===== config.mk =====
export PLATFORM = sky130hd
export DESIGN_NAME = hoda_top
export DESIGN_NICKNAME = d
export VERILOG_FILES = /design/src/verilog/hoda_pkg.sv /design/src/verilog/hoda_chan_if.sv /design/src/verilog/hoda_top.sv /design/src/verilog/hoda_chan.sv
export SDC_FILE = /design/constraint.sdc
export NUM_CORES = 1
export LEC_CHECK = 0
export ABC_CLOCK_PERIOD_IN_PS = 8300
export BUFFER_PORTS_ARGS = -buffer_cell sky130_fd_sc_hd__clkbuf_2
export CORE_ASPECT_RATIO = 0.6
export CORE_MARGIN = 3
export CORE_UTILIZATION = 55
export CTS_CLUSTER_DIAMETER = 50
export DETAILED_ROUTE_END_ITERATION = 10
export HOLD_SLACK_MARGIN = 0.12
export PLACE_DENSITY = 0.84
export SYNTH_ARGS = -nofsm -noshare
export SYNTH_HDL_FRONTEND = slang
export SYNTH_SLANG_ARGS = --single-unit

===== constraint.sdc =====
create_clock -name CLK_SYS_IN -period 8.3 [get_ports CLK_SYS_IN]
set_input_delay 2.49 -clock CLK_SYS_IN [delete_from_list [all_inputs] [get_ports CLK_SYS_IN]]
set_output_delay 2.49 -clock CLK_SYS_IN [all_outputs]
set_load 0.02 [all_outputs]

===== src/verilog/hoda_pkg.sv =====
// constants for the heater open detect alarm block
package hoda_pkg;
  // current values in tenths of an ampere
  localparam int CUR_W = 11;
  localparam logic [10:0] THR_OFF = 11'h000;
  localparam logic [10:0] THR_FORCE_ON = 11'h3E8;
  localparam logic [10:0] THR_RST = 11'h000;
  localparam logic [10:0] HYS_MIN = 11'h001;
  localparam logic [10:0] HYS_MAX = 11'h3E8;
  localparam logic [10:0] HYS_RST = 11'h001;
  localparam logic [10:0] MON_MAX = 11'h44C;
  // longest heating on time that is still skipped
  localparam int CLK_HZ = 100000000;
  localparam int ON_SKIP_MS = 100;
  localparam int ON_SKIP_CYC = ON_SKIP_MS * (CLK_HZ / 1000);
  localparam int ON_CNT_W = 24;
  // register byte addresses
  localparam logic [7:0] ADR_CTRL = 8'h00;
  localparam logic [7:0] ADR_STATUS = 8'h04;
  localparam logic [7:0] ADR_THR1 = 8'h08;
  localparam logic [7:0] ADR_THR2 = 8'h0C;
  localparam logic [7:0] ADR_HYS1 = 8'h10;
  localparam logic [7:0] ADR_HYS2 = 8'h14;
  localparam logic [7:0] ADR_LATCH = 8'h18;
  localparam logic [7:0] ADR_MON1 = 8'h1C;
  localparam logic [7:0] ADR_MON2 = 8'h20;
  localparam logic [7:0] ADR_IRQ_STAT = 8'h24;
  localparam logic [7:0] ADR_IRQ_MASK = 8'h28;
  // control register fields
  localparam int CTRL_RUN_BIT = 0;
  localparam int CTRL_ERR_CLR_BIT = 1;
  localparam int CTRL_SW_RST_BIT = 2;
  localparam int CTRL_COOL_LSB = 8;
  // interrupt status: alarm rise in 1:0, alarm fall in 3:2
  localparam int IRQ_W = 4;
  localparam logic [3:0] IRQ_STAT_RST = 4'h0;
  localparam logic [3:0] IRQ_MASK_RST = 4'h0;
endpackage


===== src/verilog/hoda_chan_if.sv =====
// settings and state passed between the top and one channel
`timescale 1ns/1ns
`default_nettype none
interface hoda_chan_if;
  logic [10:0] thr;
  logic [10:0] hys;
  logic latch_en;
  logic cooling;
  logic clear;
  logic alarm;
  logic [10:0] mon;
  modport top (output thr, output hys, output latch_en, output cooling, output clear,
    input alarm, input mon);
  modport chan (input thr, input hys, input latch_en, input cooling, input clear,
    output alarm, output mon);
endinterface
`default_nettype wire


===== src/verilog/hoda_top.sv =====
// heater open detect alarm: wishbone registers, two channels, interrupt
//
// How it works
// - evaluate only while heating output is on
// - cooling-assigned channel never raises the alarm
// - current below threshold during on time alarms
// - on intervals of 100 ms or less skipped
// - threshold 0.0 forces off, 100.0 forces on except on a cooling-assigned channel
// - thresholds 0.1 to 99.9 A compare normally
// - per-channel hysteresis 0.1 to 100.0, default 0.1
// - alarm never alters the control output
// - latched alarm holds after current recovers
// - error clear, soft reset, threshold 0.0 release
// - latch enable per channel, reset value 0
// - readable current monitor per channel, 0-110 A
`timescale 1ns/1ns
`default_nettype none
module hoda_top
  import hoda_pkg::*;
#(
  parameter int ON_SKIP_CYC_P = ON_SKIP_CYC
) (
  // clock and reset
  input wire logic CLK_SYS_IN,
  input wire logic RSTN_IN,
  // wishbone slave
  input wire logic WB_CYC_IN,
  input wire logic WB_STB_IN,
  input wire logic WB_WE_IN,
  input wire logic [7:0] WB_ADR_IN,
  input wire logic [3:0] WB_SEL_IN,
  input wire logic [31:0] WB_DAT_IN,
  output logic [31:0] WB_DAT_OUT,
  output logic WB_ACK_OUT,
  // heating output levels, asynchronous pins
  input wire logic [1:0] HEAT_ON_IN,
  // current front end, same clock
  input wire logic [10:0] CURRENT_SENSE_INPUT_1_IN,
  input wire logic [10:0] CURRENT_SENSE_INPUT_2_IN,
  input wire logic [1:0] CUR_VALID_IN,
  // alarms and interrupt
  output logic [1:0] HEATER_OPEN_ALARM_OUT,
  output logic IRQ_OUT
);
  typedef struct packed {
    logic [1:0] sync1;
    logic [1:0] sync2;
    logic ack;
    logic [31:0] rdat;
    logic run;
    logic [1:0] cooling;
    logic [1:0][10:0] thr;
    logic [1:0][10:0] hys;
    logic [1:0] latch_en;
    logic clear;
    logic [IRQ_W-1:0] irq_stat;
    logic [IRQ_W-1:0] irq_mask;
    logic [1:0] alarm;
    logic irq;
  } hoda_top_st_t;

  localparam hoda_top_st_t ST_RST = '{
    sync1: 2'h0,
    sync2: 2'h0,
    ack: 1'b0,
    rdat: 32'h0,
    run: 1'b0,
    cooling: 2'h0,
    thr: {THR_RST, THR_RST},
    hys: {HYS_RST, HYS_RST},
    latch_en: 2'h0,
    clear: 1'b0,
    irq_stat: IRQ_STAT_RST,
    irq_mask: IRQ_MASK_RST,
    alarm: 2'h0,
    irq: 1'b0
  };

  hoda_top_st_t s_ff;
  hoda_top_st_t nxt_s;
  logic [1:0] alarm_w;
  logic [1:0][10:0] mon_w;
  logic [1:0][10:0] cur_w;

  assign cur_w[0] = CURRENT_SENSE_INPUT_1_IN;
  assign cur_w[1] = CURRENT_SENSE_INPUT_2_IN;

  hoda_chan_if ch_if[2] ();

  // two identical channels
  for (genvar g = 0; g < 2; g++) begin : g_ch
    assign ch_if[g].thr = s_ff.thr[g];
    assign ch_if[g].hys = s_ff.hys[g];
    assign ch_if[g].latch_en = s_ff.latch_en[g];
    assign ch_if[g].cooling = s_ff.cooling[g];
    assign ch_if[g].clear = s_ff.clear;
    assign alarm_w[g] = ch_if[g].alarm;
    assign mon_w[g] = ch_if[g].mon;
    hoda_chan #(
      .ON_SKIP_CYC_P(ON_SKIP_CYC_P)
    ) u_chan (
      .clk_in(CLK_SYS_IN),
      .rstn_in(RSTN_IN),
      .heat_on_in(s_ff.sync2[g]),
      .cur_in(cur_w[g]),
      .cur_valid_in(CUR_VALID_IN[g]),
      .ch(ch_if[g])
    );
  end

  // merge write data into an old value under the byte enables
  function automatic logic [31:0] merge(input logic [31:0] old, input logic [31:0] wd,
                                        input logic [3:0] sel);
    logic [31:0] m;
    m = {{8{sel[3]}}, {8{sel[2]}}, {8{sel[1]}}, {8{sel[0]}}};
    return (old & ~m) | (wd & m);
  endfunction

  logic take;
  logic [7:0] adr;
  logic [31:0] old;
  logic [31:0] wd;
  logic [IRQ_W-1:0] ev;
  logic [1:0] idx;

  always_comb begin
    nxt_s = s_ff;
    take = WB_CYC_IN && WB_STB_IN && !s_ff.ack;
    adr = {WB_ADR_IN[7:2], 2'b00};
    idx = 2'h0;
    old = 32'h0;
    nxt_s.sync1 = HEAT_ON_IN;
    nxt_s.sync2 = s_ff.sync1;
    nxt_s.ack = take;
    nxt_s.clear = 1'b0;
    nxt_s.alarm = alarm_w;
    ev = {s_ff.alarm & ~alarm_w, ~s_ff.alarm & alarm_w};
    // read data of the addressed register
    case (adr)
      ADR_CTRL: old = {22'h0, s_ff.cooling, 5'h0, 2'b00, s_ff.run};
      ADR_STATUS: old = {29'h0, s_ff.run, s_ff.alarm};
      ADR_THR1: old = {21'h0, s_ff.thr[0]};
      ADR_THR2: old = {21'h0, s_ff.thr[1]};
      ADR_HYS1: old = {21'h0, s_ff.hys[0]};
      ADR_HYS2: old = {21'h0, s_ff.hys[1]};
      ADR_LATCH: old = {30'h0, s_ff.latch_en};
      ADR_MON1: old = {21'h0, mon_w[0]};
      ADR_MON2: old = {21'h0, mon_w[1]};
      ADR_IRQ_STAT: old = {28'h0, s_ff.irq_stat};
      ADR_IRQ_MASK: old = {28'h0, s_ff.irq_mask};
      default: old = 32'h0;
    endcase
    wd = merge(old, WB_DAT_IN, WB_SEL_IN);
    if (take) begin
      nxt_s.rdat = WB_WE_IN ? 32'h0 : old;
    end
    if (take && !WB_WE_IN && adr == ADR_IRQ_STAT) begin
      nxt_s.irq_stat = '0;
    end
    if (take && WB_WE_IN) begin
      case (adr)
        ADR_CTRL: begin
          nxt_s.run = wd[CTRL_RUN_BIT];
          if (!s_ff.run) begin
            nxt_s.cooling = wd[CTRL_COOL_LSB +: 2];
          end
          if (wd[CTRL_ERR_CLR_BIT]) begin
            nxt_s.clear = 1'b1;
          end
          if (wd[CTRL_SW_RST_BIT]) begin
            nxt_s.clear = 1'b1;
            nxt_s.run = 1'b0;
            nxt_s.irq_stat = '0;
          end
        end
        ADR_THR1, ADR_THR2: begin
          idx = (adr == ADR_THR2) ? 2'h1 : 2'h0;
          if (wd[31:11] == 21'h0 && wd[10:0] <= THR_FORCE_ON) begin
            nxt_s.thr[idx[0]] = wd[10:0];
          end
        end
        ADR_HYS1, ADR_HYS2: begin
          idx = (adr == ADR_HYS2) ? 2'h1 : 2'h0;
          if (!s_ff.run && wd[31:11] == 21'h0 && wd[10:0] >= HYS_MIN
              && wd[10:0] <= HYS_MAX) begin
            nxt_s.hys[idx[0]] = wd[10:0];
          end
        end
        ADR_LATCH: begin
          if (!s_ff.run) begin
            nxt_s.latch_en = wd[1:0];
          end
        end
        ADR_IRQ_MASK: nxt_s.irq_mask = wd[IRQ_W-1:0];
        default: nxt_s.run = nxt_s.run;
      endcase
    end
    // a new event wins over a clear in the same cycle
    nxt_s.irq_stat = nxt_s.irq_stat | ev;
    nxt_s.irq = |(nxt_s.irq_stat & nxt_s.irq_mask);
  end

  always_ff @(posedge CLK_SYS_IN or negedge RSTN_IN) begin
    if (!RSTN_IN) begin
      s_ff <= ST_RST;
    end else begin
      s_ff <= nxt_s;
    end
  end

  assign WB_ACK_OUT = s_ff.ack;
  assign WB_DAT_OUT = s_ff.rdat;
  assign HEATER_OPEN_ALARM_OUT = s_ff.alarm;
  assign IRQ_OUT = s_ff.irq;
endmodule
`default_nettype wire


===== src/verilog/hoda_chan.sv =====
// one heater open detect channel: on time gate, compare, hysteresis, latch
`timescale 1ns/1ns
`default_nettype none
module hoda_chan
  import hoda_pkg::*;
#(
  parameter int ON_SKIP_CYC_P = ON_SKIP_CYC
) (
  // clock and reset
  input wire logic clk_in,
  input wire logic rstn_in,
  // heating output level and measured current
  input wire logic heat_on_in,
  input wire logic [10:0] cur_in,
  input wire logic cur_valid_in,
  // settings and state
  hoda_chan_if.chan ch
);
  typedef struct packed {
    logic [ON_CNT_W-1:0] on_cnt;
    logic alarm;
    logic [10:0] mon;
  } hoda_chan_st_t;

  localparam logic [ON_CNT_W-1:0] SKIP = ON_CNT_W'(ON_SKIP_CYC_P);

  hoda_chan_st_t s_ff;
  hoda_chan_st_t nxt_s;
  logic eval;
  logic [11:0] release_lvl;

  always_comb begin
    nxt_s = s_ff;
    release_lvl = {1'b0, ch.thr} + {1'b0, ch.hys};
    // evaluate only after the on time has passed the skip time
    eval = heat_on_in && (s_ff.on_cnt >= SKIP) && cur_valid_in;
    if (!heat_on_in) begin
      nxt_s.on_cnt = '0;
    end else if (s_ff.on_cnt < SKIP) begin
      nxt_s.on_cnt = s_ff.on_cnt + 1'b1;
    end
    if (cur_valid_in) begin
      nxt_s.mon = (cur_in > MON_MAX) ? MON_MAX : cur_in;
    end
    if (ch.cooling) begin
      nxt_s.alarm = 1'b0;
    end else if (ch.thr == THR_OFF) begin
      nxt_s.alarm = 1'b0;
    end else if (ch.thr >= THR_FORCE_ON) begin
      nxt_s.alarm = 1'b1;
    end else if (ch.clear) begin
      nxt_s.alarm = 1'b0;
    end else if (eval) begin
      if (cur_in < ch.thr) begin
        nxt_s.alarm = 1'b1;
      end else if (!(s_ff.alarm && ch.latch_en) && ({1'b0, cur_in} >= release_lvl)) begin
        nxt_s.alarm = 1'b0;
      end
    end
  end

  always_ff @(posedge clk_in or negedge rstn_in) begin
    if (!rstn_in) begin
      s_ff <= '0;
    end else begin
      s_ff <= nxt_s;
    end
  end

  assign ch.alarm = s_ff.alarm;
  assign ch.mon = s_ff.mon;
endmodule
`default_nettype wire


# After elaboration in Yosys (flattened, before gate mapping)
# Cells that the tools add are included.
# word_totals
reg_bits,170
output_inout_bits,36
word_cells,146
# classes
add_sub_neg,4
order_cmp,18
n_eq_ne,12
muxes,37
n_bitwise,11
n_reduce_logical,42
# ops
cell,count
$pmux 11 s11,1
$mux 24,4
$and 32x32->32,2
$add 24x1->24 const B,2
$ge 24x24->1 const B,2
$lt 24x24->1 const B,2
$bwmux 22,2
$mux 11,4
$mux 32,1
$not 32->32,1
$or 32x32->32,1
$add 11x11->12,2
$eq 6x3->1 const B,4
$ge 11x12->1,2
$demux 11 s1,2
$ge 11x10->1 const B,2
$gt 11x11->1 const B,2
$logic_not 11->1,2
$lt 11x11->1,2
$logic_not 21->1,1
$logic_and 1x1->1,19
$eq 6x4->1 const B,3
$mux 1,18
$eq 6x2->1 const B,2
22 further kinds,41

# Depth between registers and ports, before layout
# depth
depth_word,11
mapped_depth,16

# Modules after synthesis
# From an unflattened synthesis, not the netlist that was laid out.
# hier_totals
cells_unflattened,1028
area_unflattened_um2,10453.8
# modules_own_cells
mod,n_inst,cells_per_inst,area_each_um2
hoda_top,1,384,4453.0
hoda_chan at g_ch[1].u_chan,1,323,3042.9
hoda_chan at g_ch[0].u_chan,1,321,2957.8

# Least setup slack after synthesis
# OpenSTA, ideal clock, no wires.
# synth_path
path_type,input to register
start,in WB_ADR_IN[2]
end,"reg s_ff, in the netlist ch_if[0].thr[1]"
setup_ns,0.125
t_arrival_ns,4.974
required_time_ns,8.175
slack_ns,3.200
stages,11
n_path_buf,3
path_cell_list,buf_2 -> buf_2 -> mux4_2 -> a22oi_1 -> o21ai_1 -> mux2_2 -> nor4b_2 -> o41ai_4 -> nor4_2 -> buf_6 -> mux2_4
# synth_between
elab_chain_len,7
# synth_lines
item,line,text
from (decl),hoda_top.sv:30,"input wire logic [7:0] WB_ADR_IN,"
$eq 6x4->1 (tied with other cells),hoda_top.sv:139,case (adr)
$pmux 11 s11 or $mux 1 (tied branches),"hoda_top.sv:139, hoda_top.sv:177",
$and 32x32->32 (tied with other cells),hoda_top.sv:116,return (old & ~m) | (wd & m);
$or 32x32->32 or $logic_and 1x1->1 (tied branches),"hoda_top.sv:116, hoda_top.sv:179",
$le 11x10->1 or $mux 11 (tied branches),"hoda_top.sv:178, hoda_top.sv:179",
$logic_and 1x1->1 or $demux 11 s1 (tied branches),"hoda_top.sv:178, hoda_top.sv:179",
$reduce_and 3->1 (no line) or $bwmux 22 (tied branches),n/a,
to (signal assigned),hoda_top.sv:207,s_ff <= nxt_s;
to (decl),hoda_top.sv:79,hoda_top_st_t s_ff;
# Parallel ways exist; a longest one is shown, timed or not.
# A chain may end at the register's enable or synchronous reset.

# Worst setup path in the final report
# layout_path
start,in WB_ADR_IN[3]
end,"reg s_ff, in the netlist ch_if[0].hys[3]"
# layout_between
elab_chain_len,8
# layout_lines
item,line,text
$eq 6x4->1 (tied with other cells),hoda_top.sv:139,
$pmux 11 s11,hoda_top.sv:139,
$and 32x32->32,hoda_top.sv:116,
$or 32x32->32,hoda_top.sv:116,
$ge 11x1->1,hoda_top.sv:184,if (!s_ff.run && wd[31:11] == 21'h0 && wd[10:0] >= HYS_MIN
$logic_and 1x1->1,hoda_top.sv:184,
$logic_and 1x1->1,hoda_top.sv:185,&& wd[10:0] <= HYS_MAX) begin
$reduce_and 3->1 (no line),n/a,
# Parallel ways exist; a longest one is shown, timed or not.

==> results by group <==
Logic synthesis
  • Complex-gate fraction of the synthesized area: 0.143
  • FFs w/ async S/R, synth: 1.00
  • Syn_area_per_cell: 10.1 um^2
  • Simple logic cell fraction of the synthesized area: 0.167
  • Post-synth top area share: 0.369
  • Area contributors post-synth: dfrtp_1 (37%), ha_1 (8.5%), mux2_4 (5.4%)
  • Top FF cell, synth: dfrtp_1
  • Synth Register Bits: 149
  • Synth Instances: 986
  • Post-synth EDFFs: 0
  • Synth Warn #: 0
  • Netlist cell types: 84
  • Seq/Total Area, Yosys: 0.374
  • Synth Area in Adders: 0.0893
  • Synth area leader: dfrtp_1
  • Synthesized cell area: 9980 um^2
  • Post-synthesis mux area share: 0.104
  • Largest family of logic cells by synthesized area: simple AND/OR/NAND/NOR gates
  • Xor and xnor area share after synthesis: 0.0509

Finish
  • NumNets Final: 1198
  • Footprint of the multi-input gates: 5600 um^2
  • Fillcell total: 1393
  • Seq. cell area: 3730 um^2
  • Highest-count cells in the layout ignoring fill and taps: dfrtp_1 (147), clkbuf_2 (86), inv_1 (76)
  • Leading cell type in the layout, fill and taps excluded: dfrtp_1
  • Final core occ: 0.628
  • Number of inserted diodes: 0
  • Area Overhead vs Synth: 9.91%
  • Layout cells sized above 1: 0.192

Detailed routing
  • Avg WL per Cell: 20.0 um
  • Pre-antenna DRT Iters: 5
  • Vias per cell: 6.07
  • DRC: 0
  • WL final: 26000 um
  • Routed vias: 7885
  • DR iter-0 viols: 1021
  • Antenna Violating Nets Remaining: 0

Clock tree
  • Hold-fix buffers at CTS: 0
  • Setup Fix Bufs, Post-CTS: 0
  • Max Root-Sink Buffers: 2
  • CTS tree: done
  • Cts bufs inserted: 17
  • CTS clk-pin slew, worst paths: 0.07 ns
  • Post-cts resize count: 0
  • CTS root buffer: clkbuf_16
  • Clk Latency, worst-skew pair: 0.43 ns
  • # H-tree levels: 4
  • Clock Sink Count: 149

Status
  • Outcome: completed

Placed design
  • Post-DP HPWL: 19300 um
  • Routability Congestion: 0.909
  • Port bufs: 87

Global routing
  • Tot GR Track Use: 0.267
  • Initial antenna violation count: 0
  • Global route hottest layer: met1
  • Vias in the first global route: 7616
  • Routing usage on met2: 0.376
  • Met3 Usage GRT: 0.0859
  • Largest net degree at the start of global routing: 91
  • GRT overflow: 0
  • First-pass GRT wire length: 41500 um
  • Met1 usage: 0.398

Worst setup path
  • CP Capture Type: register
  • Critical path's top delay family: simple AND/OR/NAND/NOR gates
  • WP buf/inv: 1
  • CP Cell Sequence: clkbuf_2 -> nor2b_1 -> nand3_1 -> o2111ai_1 -> mux2_2 -> nand2_1 -> o41ai_4 -> nand3b_4 -> mux2_1
  • Cell at the slowest stage of the critical path: nor2b_1
  • Critical setup path kind: in2reg
  • Worst path max stage delay: 0.82 ns
  • Max Fanout on Critical Path: 34
  • Worst EP arrival: 6.15 ns
  • Startpoint types: input port
  • CP required: 8.60 ns

Die
  • Initial Util: 0.572
  • Die Span Y: 110 um
  • Die width: 180 um
  • Ports: 111
  • Die area: 19800 um^2
  • Row cnt: 37
  • Core area: 17500 um^2

STA
  • RSZ-0062 raised after global routing: no
  • Slew of the pin with the lowest slew margin: 0.987 ns
  • Hold Slack: 0.350 ns
  • # setup viols final: 0
  • Max-slew headroom: 0.341
  • Slew Viols, Final: 0
  • Endpoints failing hold: 0
  • Minimum clock period: 5.85 ns
  • Period utilisation layout: 0.704
  • Setup_tns: 0 ns
  • FMAX: 0.171 GHz
  • Worst clock skew: 0.0144 ns

Pwr
  • Pwr dens: 155 nW/um^2
  • P_leak: 5.25 nW
  • Peak supply drop: 124 uV

Run
  • Maxcap violations: 0

Worst hold path
  • Hold Path Class: reg2reg
## synthesized netlist by cell type, drive strengths merged (24+ instances only)
cell type	count
o21ai	32
nand3	40
dfrtp	147
ha	68
buf	49
nor2	35
a21oi	28
inv	76
xor2	26
nor3	24
nand2	45
a21o	24
xnor2	32
mux2	60
and2	43
## report_power, final
group | switching [mW] | leakage (nW) | internal [mW] | total, mW
Clock | 0.345 | 0.278 | 0.421 | 0.765
Combinational | 0.107 | 3.01 | 0.0606 | 0.167
Sequential | 0.0183 | 1.96 | 0.745 | 0.763
Total | 0.470 | 5.25 | 1.23 | 1.70
## state kept, by name, indices dropped and copies added (netlist names)
register / count
HEATER_OPEN_ALARM_OUT: 2
IRQ_OUT: 1
WB_ACK_OUT: 1
WB_DAT_OUT: 11
ch_if.clear: 1
ch_if.cooling: 2
ch_if.hys: 22
ch_if.latch_en: 2
ch_if.thr: 22
g_ch.u_chan.ch.alarm: 2
g_ch.u_chan.ch.mon: 22
g_ch.u_chan.s_ff: 48
nxt_s: 2
s_ff: 11
## path summary, 6_finish.rpt
kind                            startpoint                 endpoint  slack [ns]  cells after the start
setup / recovery              WB_ADR_IN[3]          ch_if[0].hys[3]        2.45                      9
hold / removal                   nxt_s[94]                 s_ff[94]        0.35                      0
setup reg to reg           ch_if[1].thr[0]  g_ch[1].u_chan.ch.alarm        4.29                     16
hold reg to reg                  nxt_s[94]                 s_ff[94]        0.35                      0
max in group asynchronous          RSTN_IN  g_ch[0].u_chan.ch.alarm        4.87                      2
min in group asynchronous          RSTN_IN  g_ch[0].u_chan.s_ff[24]        2.13                      1
## per-stage QoR
step           instances  setup WS [ns]  cell area, um^2  power (mW)
2_1_floorplan       1006           3.20            10100       0.875
3_3_place_gp        1268           2.30            10400       0.934
3_5_place_dp        1268           2.20            10400       0.939
4_1_cts             1300           2.63            11000        1.70
5_1_grt             1300           2.36            11000        1.76
6_report            1300           2.45            11000        1.70
## layer usage
| metal | routed length (um) | share of wire |
|---|---|---|
| met1 | 12000 | 0.46 |
| met2 | 10600 | 0.41 |
| met3 | 3010 | 0.12 |
| met4 | 374 | 0.014 |
| met5 | 0 | 0 |
## layout make-up
| cell class | instances | area share |
|---|---|---|
| Multi-Input combinational cell | 716 | 0.511 |
| Sequential cell | 149 | 0.340 |
| Timing Repair Buffer | 93 | 0.0444 |
| Clock buffer | 17 | 0.0388 |
| Tap cell | 234 | 0.0267 |
| Inverter | 76 | 0.0260 |
| Clock inverter | 15 | 0.0129 |
## kinds of logic after synthesis
family | count (synthesis)
AND/OR/NAND/NOR | 291
AO/OA/AOI/OAI | 197
flip-flops | 149
buffers and inverters | 141
multiplexers | 79
adder cells (fa/ha/maj) | 70
XOR/XNOR | 58
other | 1
Power figures use the tool's default switching activity.
